==> src/design/udmf_consts.svh <==
`ifndef UDMF_CONSTS_SVH
`define UDMF_CONSTS_SVH

// buffer geometry
`define UDMF_WIDTH        8
`define UDMF_DEPTH        128
`define UDMF_CNT_W        8

// availability thresholds
`define UDMF_Q_FRAME      8'h0C
`define UDMF_TX_HIGH      8'h70
`define UDMF_TX_LOW       8'h10

// message framing
`define UDMF_GAP_ZEROS    4'h8
`define UDMF_ZERO_SAT     4'h9
`define UDMF_TX_FILL      3'h4
`define UDMF_LAST_BIT     3'h7

`endif

==> src/design/udmf_pkg.sv <==
package udmf_pkg;

    typedef enum logic {RX_HUNT, RX_UNIT} udmf_rx_st_t;

    typedef enum logic [1:0] {TX_IDLE, TX_DATA, TX_GAP} udmf_tx_st_t;

    // control levels and pulses from the control register
    typedef struct packed {
        logic tx_mode;
        logic q_decode;
        logic clear;
        logic ovr_clr;
    } udmf_ctrl_t;

    // serial user interface strobes and write data bit, one bit per pulse
    typedef struct packed {
        logic rd_shift;
        logic wr_shift;
        logic wr_bit;
    } udmf_host_t;

endpackage

==> src/design/udmf_top.sv <==
`timescale 1ns/1ps
`default_nettype none
`include "udmf_consts.svh"

// --------------------------------------------------------------
// byte fifo
// --------------------------------------------------------------
module udmf_fifo #(
    parameter int W = 8,
    parameter int D = 128,
    parameter int CW = 8
) (
    input  wire logic          sys_clk,
    input  wire logic          reset,
    input  wire logic          clear,
    input  wire logic          in_valid,
    output logic               in_ready,
    input  wire logic [W-1:0]  in_data,
    output logic               out_valid,
    input  wire logic          out_ready,
    output logic [W-1:0]       out_data,
    output logic [CW-1:0]      count
);
    localparam int AW = $clog2(D);
    logic [W-1:0]  mem [D];
    logic [AW-1:0] wp_r, wp_nxt, rp_r, rp_nxt;
    logic [CW-1:0] cnt_r, cnt_nxt;
    logic          push, pop;

    assign in_ready  = (cnt_r != CW'(D));
    assign out_valid = (cnt_r != '0);
    assign out_data  = mem[rp_r];
    assign count     = cnt_r;
    assign push      = in_valid && in_ready && !clear;
    assign pop       = out_valid && out_ready && !clear;

    always_comb begin
        wp_nxt  = push ? wp_r + 1'b1 : wp_r;
        rp_nxt  = pop ? rp_r + 1'b1 : rp_r;
        cnt_nxt = cnt_r + CW'(push) - CW'(pop);
        if (clear) begin
            wp_nxt  = '0;
            rp_nxt  = '0;
            cnt_nxt = '0;
        end
    end

    always_ff @(posedge sys_clk or posedge reset) begin
        if (reset) begin
            wp_r  <= '0;
            rp_r  <= '0;
            cnt_r <= '0;
        end else begin
            wp_r  <= wp_nxt;
            rp_r  <= rp_nxt;
            cnt_r <= cnt_nxt;
        end
    end

    always_ff @(posedge sys_clk) begin
        if (push) begin
            mem[wp_r] <= in_data;
        end
    end
endmodule

module udmf_top (
    input  wire logic                 sys_clk,
    input  wire logic                 reset,
    input  wire udmf_pkg::udmf_ctrl_t ctrl,
    input  wire udmf_pkg::udmf_host_t host,
    input  wire logic                 rx_bit_valid,
    input  wire logic                 rx_user_bit,
    input  wire logic                 tx_bit_req,
    output logic                      tx_user_bit,
    output logic                      host_serial_line,
    output logic                      user_bytes_pending_n,
    output logic                      overrun
);
    // --------------------------------------------------------------
    // declarations
    // --------------------------------------------------------------
    udmf_pkg::udmf_rx_st_t rx_st_r, rx_st_nxt;
    udmf_pkg::udmf_tx_st_t tx_st_r, tx_st_nxt;
    logic [3:0] zero_r, zero_nxt;
    logic [2:0] rx_cnt_r, rx_cnt_nxt, q_cnt_r, q_cnt_nxt;
    logic [6:0] rx_sh_r, rx_sh_nxt, q_sh_r, q_sh_nxt;
    logic       first_r, first_nxt;
    logic       rx_push_r, rx_push_nxt;
    logic [7:0] rx_byte_r, rx_byte_nxt, unit;
    logic [2:0] wr_cnt_r, wr_cnt_nxt, rd_cnt_r, rd_cnt_nxt;
    logic [7:0] wr_sh_r, wr_sh_nxt, rd_sh_r, rd_sh_nxt;
    logic       wr_push_r, wr_push_nxt, rd_took_r, rd_took_nxt;
    logic       ser_r, ser_nxt, rd_pop;
    logic [7:0] tx_sh_r, tx_sh_nxt;
    logic [2:0] tx_cnt_r, tx_cnt_nxt;
    logic       tx_bit_r, tx_bit_nxt, tx_pop;
    logic       avail_n_r, avail_n_nxt, ovr_r, ovr_nxt;
    logic       f_in_valid, f_in_ready, f_out_valid, f_out_ready;
    logic [7:0] f_in_data, f_out_data;
    logic [7:0] f_count;

    // --------------------------------------------------------------
    // shared buffer
    // --------------------------------------------------------------
    assign f_in_valid  = ctrl.tx_mode ? wr_push_r : rx_push_r;
    assign f_in_data   = ctrl.tx_mode ? wr_sh_r : rx_byte_r;
    assign f_out_ready = ctrl.tx_mode ? tx_pop : rd_pop;

    udmf_fifo #(.W(`UDMF_WIDTH), .D(`UDMF_DEPTH), .CW(`UDMF_CNT_W)) u_fifo (
        .sys_clk   (sys_clk),
        .reset     (reset),
        .clear     (ctrl.clear),
        .in_valid  (f_in_valid),
        .in_ready  (f_in_ready),
        .in_data   (f_in_data),
        .out_valid (f_out_valid),
        .out_ready (f_out_ready),
        .out_data  (f_out_data),
        .count     (f_count)
    );

    // --------------------------------------------------------------
    // receive message parser
    // --------------------------------------------------------------
    assign unit = {rx_sh_r, rx_user_bit};

    always_comb begin
        rx_st_nxt   = rx_st_r;
        zero_nxt    = zero_r;
        rx_cnt_nxt  = rx_cnt_r;
        rx_sh_nxt   = rx_sh_r;
        first_nxt   = first_r;
        q_cnt_nxt   = q_cnt_r;
        q_sh_nxt    = q_sh_r;
        rx_push_nxt = 1'b0;
        rx_byte_nxt = rx_byte_r;
        if (rx_bit_valid && !ctrl.tx_mode) begin
            unique case (rx_st_r)
                udmf_pkg::RX_HUNT: begin
                    if (rx_user_bit) begin
                        rx_st_nxt  = udmf_pkg::RX_UNIT;
                        rx_sh_nxt  = 7'h01;
                        rx_cnt_nxt = 3'h1;
                        first_nxt  = (zero_r > `UDMF_GAP_ZEROS);
                        zero_nxt   = 4'h0;
                    end else if (zero_r != `UDMF_ZERO_SAT) begin
                        zero_nxt = zero_r + 4'h1;
                    end
                end
                udmf_pkg::RX_UNIT: begin
                    rx_sh_nxt  = unit[6:0];
                    rx_cnt_nxt = rx_cnt_r + 3'h1;
                    if (rx_cnt_r == `UDMF_LAST_BIT) begin
                        rx_st_nxt = udmf_pkg::RX_HUNT;
                        if (ctrl.q_decode) begin
                            q_sh_nxt  = {q_sh_r[5:0], unit[6]};
                            q_cnt_nxt = q_cnt_r + 3'h1;
                            if (q_cnt_r == `UDMF_LAST_BIT) begin
                                rx_push_nxt = 1'b1;
                                rx_byte_nxt = {q_sh_r, unit[6]};
                            end
                        end else begin
                            rx_push_nxt = 1'b1;
                            rx_byte_nxt = {first_r, unit[6:0]};
                        end
                    end
                end
            endcase
        end
        if (ctrl.clear) begin
            q_cnt_nxt   = 3'h0;
            rx_push_nxt = 1'b0;
        end
    end

    always_ff @(posedge sys_clk or posedge reset) begin
        if (reset) begin
            rx_st_r   <= udmf_pkg::RX_HUNT;
            zero_r    <= `UDMF_ZERO_SAT;
            rx_cnt_r  <= 3'h0;
            rx_sh_r   <= 7'h00;
            first_r   <= 1'b1;
            q_cnt_r   <= 3'h0;
            q_sh_r    <= 7'h00;
            rx_push_r <= 1'b0;
            rx_byte_r <= 8'h00;
        end else begin
            rx_st_r   <= rx_st_nxt;
            zero_r    <= zero_nxt;
            rx_cnt_r  <= rx_cnt_nxt;
            rx_sh_r   <= rx_sh_nxt;
            first_r   <= first_nxt;
            q_cnt_r   <= q_cnt_nxt;
            q_sh_r    <= q_sh_nxt;
            rx_push_r <= rx_push_nxt;
            rx_byte_r <= rx_byte_nxt;
        end
    end

    // --------------------------------------------------------------
    // host serial read and write
    // --------------------------------------------------------------
    assign rd_pop = host.rd_shift && (rd_cnt_r == `UDMF_LAST_BIT) && rd_took_r;

    always_comb begin
        rd_cnt_nxt  = rd_cnt_r;
        rd_sh_nxt   = rd_sh_r;
        rd_took_nxt = rd_took_r;
        ser_nxt     = ser_r;
        wr_cnt_nxt  = wr_cnt_r;
        wr_sh_nxt   = wr_sh_r;
        wr_push_nxt = 1'b0;
        if (host.rd_shift && !ctrl.tx_mode) begin
            rd_cnt_nxt = rd_cnt_r + 3'h1;
            if (rd_cnt_r == 3'h0) begin
                rd_took_nxt = f_out_valid;
                rd_sh_nxt   = f_out_valid ? f_out_data : 8'h00;
                ser_nxt     = f_out_valid && f_out_data[0];
            end else begin
                ser_nxt = rd_sh_r[rd_cnt_r];
            end
        end
        if (host.wr_shift && ctrl.tx_mode) begin
            wr_sh_nxt   = {host.wr_bit, wr_sh_r[7:1]};
            wr_cnt_nxt  = wr_cnt_r + 3'h1;
            wr_push_nxt = (wr_cnt_r == `UDMF_LAST_BIT);
        end
        if (ctrl.clear) begin
            rd_cnt_nxt  = 3'h0;
            wr_cnt_nxt  = 3'h0;
            wr_push_nxt = 1'b0;
        end
    end

    always_ff @(posedge sys_clk or posedge reset) begin
        if (reset) begin
            rd_cnt_r  <= 3'h0;
            rd_sh_r   <= 8'h00;
            rd_took_r <= 1'b0;
            ser_r     <= 1'b0;
            wr_cnt_r  <= 3'h0;
            wr_sh_r   <= 8'h00;
            wr_push_r <= 1'b0;
        end else begin
            rd_cnt_r  <= rd_cnt_nxt;
            rd_sh_r   <= rd_sh_nxt;
            rd_took_r <= rd_took_nxt;
            ser_r     <= ser_nxt;
            wr_cnt_r  <= wr_cnt_nxt;
            wr_sh_r   <= wr_sh_nxt;
            wr_push_r <= wr_push_nxt;
        end
    end

    // --------------------------------------------------------------
    // transmit serializer
    // --------------------------------------------------------------
    assign tx_pop = ctrl.tx_mode && tx_bit_req && (tx_st_r == udmf_pkg::TX_IDLE) && f_out_valid;

    always_comb begin
        tx_st_nxt  = tx_st_r;
        tx_sh_nxt  = tx_sh_r;
        tx_cnt_nxt = tx_cnt_r;
        tx_bit_nxt = tx_bit_r;
        if (tx_bit_req && ctrl.tx_mode) begin
            tx_cnt_nxt = tx_cnt_r + 3'h1;
            unique case (tx_st_r)
                udmf_pkg::TX_IDLE: begin
                    tx_bit_nxt = f_out_valid && f_out_data[7];
                    tx_sh_nxt  = {f_out_data[6:0], 1'b0};
                    tx_cnt_nxt = 3'h1;
                    if (f_out_valid) begin
                        tx_st_nxt = udmf_pkg::TX_DATA;
                    end
                end
                udmf_pkg::TX_DATA: begin
                    tx_bit_nxt = tx_sh_r[7];
                    tx_sh_nxt  = {tx_sh_r[6:0], 1'b0};
                    if (tx_cnt_r == `UDMF_LAST_BIT) begin
                        tx_st_nxt  = udmf_pkg::TX_GAP;
                        tx_cnt_nxt = 3'h0;
                    end
                end
                udmf_pkg::TX_GAP: begin
                    tx_bit_nxt = 1'b0;
                    if (tx_cnt_r == `UDMF_TX_FILL - 3'h1) begin
                        tx_st_nxt = udmf_pkg::TX_IDLE;
                    end
                end
                default: tx_st_nxt = udmf_pkg::TX_IDLE;
            endcase
        end
    end

    always_ff @(posedge sys_clk or posedge reset) begin
        if (reset) begin
            tx_st_r  <= udmf_pkg::TX_IDLE;
            tx_sh_r  <= 8'h00;
            tx_cnt_r <= 3'h0;
            tx_bit_r <= 1'b0;
        end else begin
            tx_st_r  <= tx_st_nxt;
            tx_sh_r  <= tx_sh_nxt;
            tx_cnt_r <= tx_cnt_nxt;
            tx_bit_r <= tx_bit_nxt;
        end
    end

    // --------------------------------------------------------------
    // availability and overrun
    // --------------------------------------------------------------
    always_comb begin
        avail_n_nxt = avail_n_r;
        if (ctrl.tx_mode) begin
            if (f_count >= `UDMF_TX_HIGH) begin
                avail_n_nxt = 1'b1;
            end else if (f_count <= `UDMF_TX_LOW) begin
                avail_n_nxt = 1'b0;
            end
        end else if (ctrl.q_decode) begin
            avail_n_nxt = (f_count < `UDMF_Q_FRAME);
        end else begin
            avail_n_nxt = (f_count == 8'h00);
        end
        if (ctrl.clear) begin
            avail_n_nxt = 1'b1;
        end
        ovr_nxt = ovr_r;
        if (ctrl.ovr_clr) begin
            ovr_nxt = 1'b0;
        end
        if (f_in_valid && !f_in_ready && !ctrl.clear) begin
            ovr_nxt = 1'b1;
        end
    end

    always_ff @(posedge sys_clk or posedge reset) begin
        if (reset) begin
            avail_n_r <= 1'b1;
            ovr_r     <= 1'b0;
        end else begin
            avail_n_r <= avail_n_nxt;
            ovr_r     <= ovr_nxt;
        end
    end

    assign tx_user_bit          = tx_bit_r;
    assign host_serial_line     = ser_r;
    assign user_bytes_pending_n = avail_n_r;
    assign overrun              = ovr_r;
endmodule

`default_nettype wire

==> config.mk <==
export PLATFORM = sky130hd
export DESIGN_NAME = udmf_top
export DESIGN_NICKNAME = d
export VERILOG_FILES = /design/src/design/udmf_pkg.sv /design/src/design/udmf_top.sv
export VERILOG_INCLUDE_DIRS = /design/src /design/src/design
export SDC_FILE = /design/constraint.sdc
export NUM_CORES = 1
export LEC_CHECK = 0
export ABC_AREA = 1
export BUFFER_PORTS_ARGS = -buffer_cell sky130_fd_sc_hd__buf_4
export CORE_ASPECT_RATIO = 1.4
export CORE_UTILIZATION = 61
export DETAILED_ROUTE_END_ITERATION = 10
export HOLD_SLACK_MARGIN = 0.12
export PLACE_DENSITY = 0.76
export SLEW_MARGIN = 20
export SYNTH_ARGS = -nofsm -noshare
export SYNTH_HDL_FRONTEND = slang
export SYNTH_HIERARCHICAL = 1
export SYNTH_SLANG_ARGS = --single-unit
==> constraint.sdc <==
create_clock -name sys_clk -period 15.1 [get_ports sys_clk]
set_input_delay 1.51 -clock sys_clk [delete_from_list [all_inputs] [get_ports sys_clk]]
set_output_delay 1.51 -clock sys_clk [all_outputs]
set_load 0.005 [all_outputs]
==> qor.yml <==
whs_ps: 487
syn2layout_area_growth_pct: 8.58
ios: 16
tightest_slew_ps: 1050
rsz0062_at_grt: "no"
postSynth.asyncResetShare_pct: 8.57
relSlewSlack_pct: 30.2
cts_max_level: 3
cts_resized: 0
wire_per_inst_um: 21.4
final_common_cell: "nand2_1"
synth-edff-count: 1024
dp_hpwl_um: 68600
worst_path_most_repeated_cell: "nand2_1"
drive_gt1_share_pct: 5.84
switchingPower_mw: 2.12
drv_cap: 0
die_w_um: 239
power_leakage_nw: 19.7
fill_cells: 5724
postCtsHoldBufs: 0
finalHoldViolCount: 0
seqPwrFrac_pct: 49.1
max_freq_mhz: 173
hp-start: "first_r"
ys_seq_area_share_pct: 69.3
grt_pass1_wl_um: 181000
grt_usage_pct: 30.2
fp-row-count: 121
start_util_pct: 61.6
cp_cell_sequence: "inv_12, buf_4, buf_4, buf_4, nand2_1, nand3_1, nand3_1, nand2_1, nand2_1, nand3_1, nand2_1, nor2_1, nor2_1, nor2_1, nand2_1, nor2_1, nor2_1, nand3_1, nand2_1, inv_1"
antenna_found_initial: 1
cp_slowest_stage_delay_ps: 870
remaining_drc_errors: 0
crit_path_start_kind: "flop"
cts_made_buffers: 100
cts_tree: "done"
crit_fanout: 154
synth_area_um2: 47800
finalSetupTns_ps: 0
synth_ff_type: "edfxtp_1"
drv_slew: 0
final_cell_mix: "1358 x nand2_1, 1024 x edfxtp_1, 678 x nand3_1"
clkPwrFrac_pct: 34.7
synth_nets: 4532
multi_input_area_um2: 12500
yosysWarnings: 6
fp.coreArea_um2: 77700
seq_area_um2: 33200
vdd_drop_max_v: 0.000106
path_buf_inv: 5
worst-setup-path-type: "reg -> reg"
clockRootBuffer: "clkbuf_16"
fin_skew_ps: 42.3
cpLargestDelayFamily: "buffers and inverters"
grt-ovfl-total: 0
period_needed_ps: 5770
arrival_ps: 6380
p_sw_share_pct: 27.8
grt_pass1_vias: 31600
synth_cell_types: 45
gp_congestion: 0.900
power.internal_mw: 5.50
cts.clk_slew.worst_paths_ps: 70
grt_max_degree: 192
fp.dieArea_um2: 79600
clockBufferDepth: 3
syn_inst: 4486
r2r_start: "u_fifo/rp_r[0]"
fp.dieH_um: 333
dr.first_iter.drc_count: 4287
cellPowerDensity_nw_per_um2: 147
port_buffers: 15
worstSkewPairLatency_ps: 700
viasPerCell: 5.91
antenna_cells: 0
finalSetupViolCount: 0
ant_nets: 0
synth_seq_cells: 1120
combPwrFrac_pct: 16.2
crit_required_ps: 15710
synth.avg_cell_area_um2: 10.7
end_kind: "flop"
cts_setup_buffers: 0
post-route-period-util_pct: 38.2
dr_total_vias: 32700
routed_wl_um: 119000
layout.nets: 4453
holdCritPathClass: "reg -> reg"
clock_sinks: 1120
slowest_stage: "buf_4"
drt_pass1_iterations: 8
status: "completed"
critPathLaunch: "u_fifo/rp_r[0]"
[worst reg2reg max path, stage by stage, from the launching register on]
cell     delay, ps
dfrtp_4        740
inv_12         540
buf_4          970
buf_4          830
buf_4          890
nand2_1        190
nand3_1        120
nand3_1        100
nand2_1        100
nand2_1         50
nand3_1        120
nand2_1         60
nor2_1         180
nor2_1          60
nor2_1         250
nand2_1         90
nor2_1         170
nor2_1          60
nand3_1         90
nand2_1         50
inv_1           40
[flip-flops by register name (all words and copies together) (netlist names), 6 cells and up]
register      count
q_sh_r            7
u_fifo/mem     1024
wr_sh_r           8
rx_sh_r           6
rx_byte_r         8
u_fifo/count      8
u_fifo/rp_r       7
rd_sh_r           8
tx_sh_r           7
u_fifo/wp_r       7
[power groups by stage]
| stage | clock [mW] | combinational, mW | sequential [mW] |
|---|---|---|---|
| 2_1_floorplan | 0 | 0.835 | 3.87 |
| 3_3_place_gp | 0 | 1.18 | 3.81 |
| 3_5_place_dp | 0 | 1.21 | 3.81 |
| 4_1_cts | 2.67 | 1.22 | 3.74 |
| 5_1_grt | 2.78 | 1.36 | 3.75 |
| 6_report | 2.65 | 1.23 | 3.75 |
[area by class of cell]
type                       count  share of cell area, %
sequential                  1120                   63.9
multi-input combinational   2851                   24.0
clock buffer                 122                   5.20
tap                         1045                   2.52
inverter                     270                   1.99
clock inverter                63                   1.41
timing repair buffer          64                   1.04
[path summary, 6_finish.rpt]
kind                                     to  slack, ps  cells after the start
min                                 first_r        490                      2
min reg2reg                         first_r        490                      2
max                        host_serial_line       9330                     20
max reg2reg                host_serial_line       9330                     20
min in group asynchronous       tx_user_bit        920                      3
max in group asynchronous         zero_r[0]      13540                      4
[metal layers]
metal,wire [um],global-route usage (%)
met1,42700,38.3
met2,58200,49.8
met3,11000,4.58
met5,15,0
met4,6820,16.9
[Yosys cell counts (9+ instances only)]
cell type | instances | area share (%)
ha_1 | 33 | 0.86
buf_4 | 18 | 0.28
nand4_1 | 10 | 0.13
buf_2 | 96 | 1.0
buf_1 | 38 | 0.30
a31oi_1 | 9 | 0.12
inv_1 | 258 | 2.0
clkbuf_1 | 68 | 0.53
o21ai_1 | 27 | 0.28
nand2_1 | 1358 | 11
a21oi_1 | 28 | 0.29
edfxtp_1 | 1024 | 64
nand3_1 | 678 | 7.1
o21ai_0 | 149 | 1.6
dfrtp_1 | 92 | 4.8
nor2_1 | 511 | 4.0
buf_6 | 23 | 0.54
[logic make-up (layout without fill, tap and decap cells)]
logic type                 count (synthesis)  count (layout)  share of synthesized area, %
AOI/OAI and AO/OA                        231             231                          2.54
xor gates and xnor gates                   5               5                        0.0915
adders and majority gates                 34              34                         0.905
buffers and inverters                    515             519                          4.86
DFF                                     1120            1120                          69.3
muxes                                      1               1                        0.0235
and+or+nand+nor                         2580            2580                          22.3
[per-stage QoR]
step	cells	area [um2]	total power [mW]	setup slack, ps	utilization [%]
floorplan	4486	47800	4.71	7050	-
global placement	5349	48500	4.99	9590	62.4
detailed placement	5349	48500	5.02	9590	62.4
CTS	5534	51900	7.63	9520	66.8
global route	5535	51900	7.89	8960	66.9
finish	5535	51900	7.63	9330	66.9
Power figures use the tool's default switching activity.
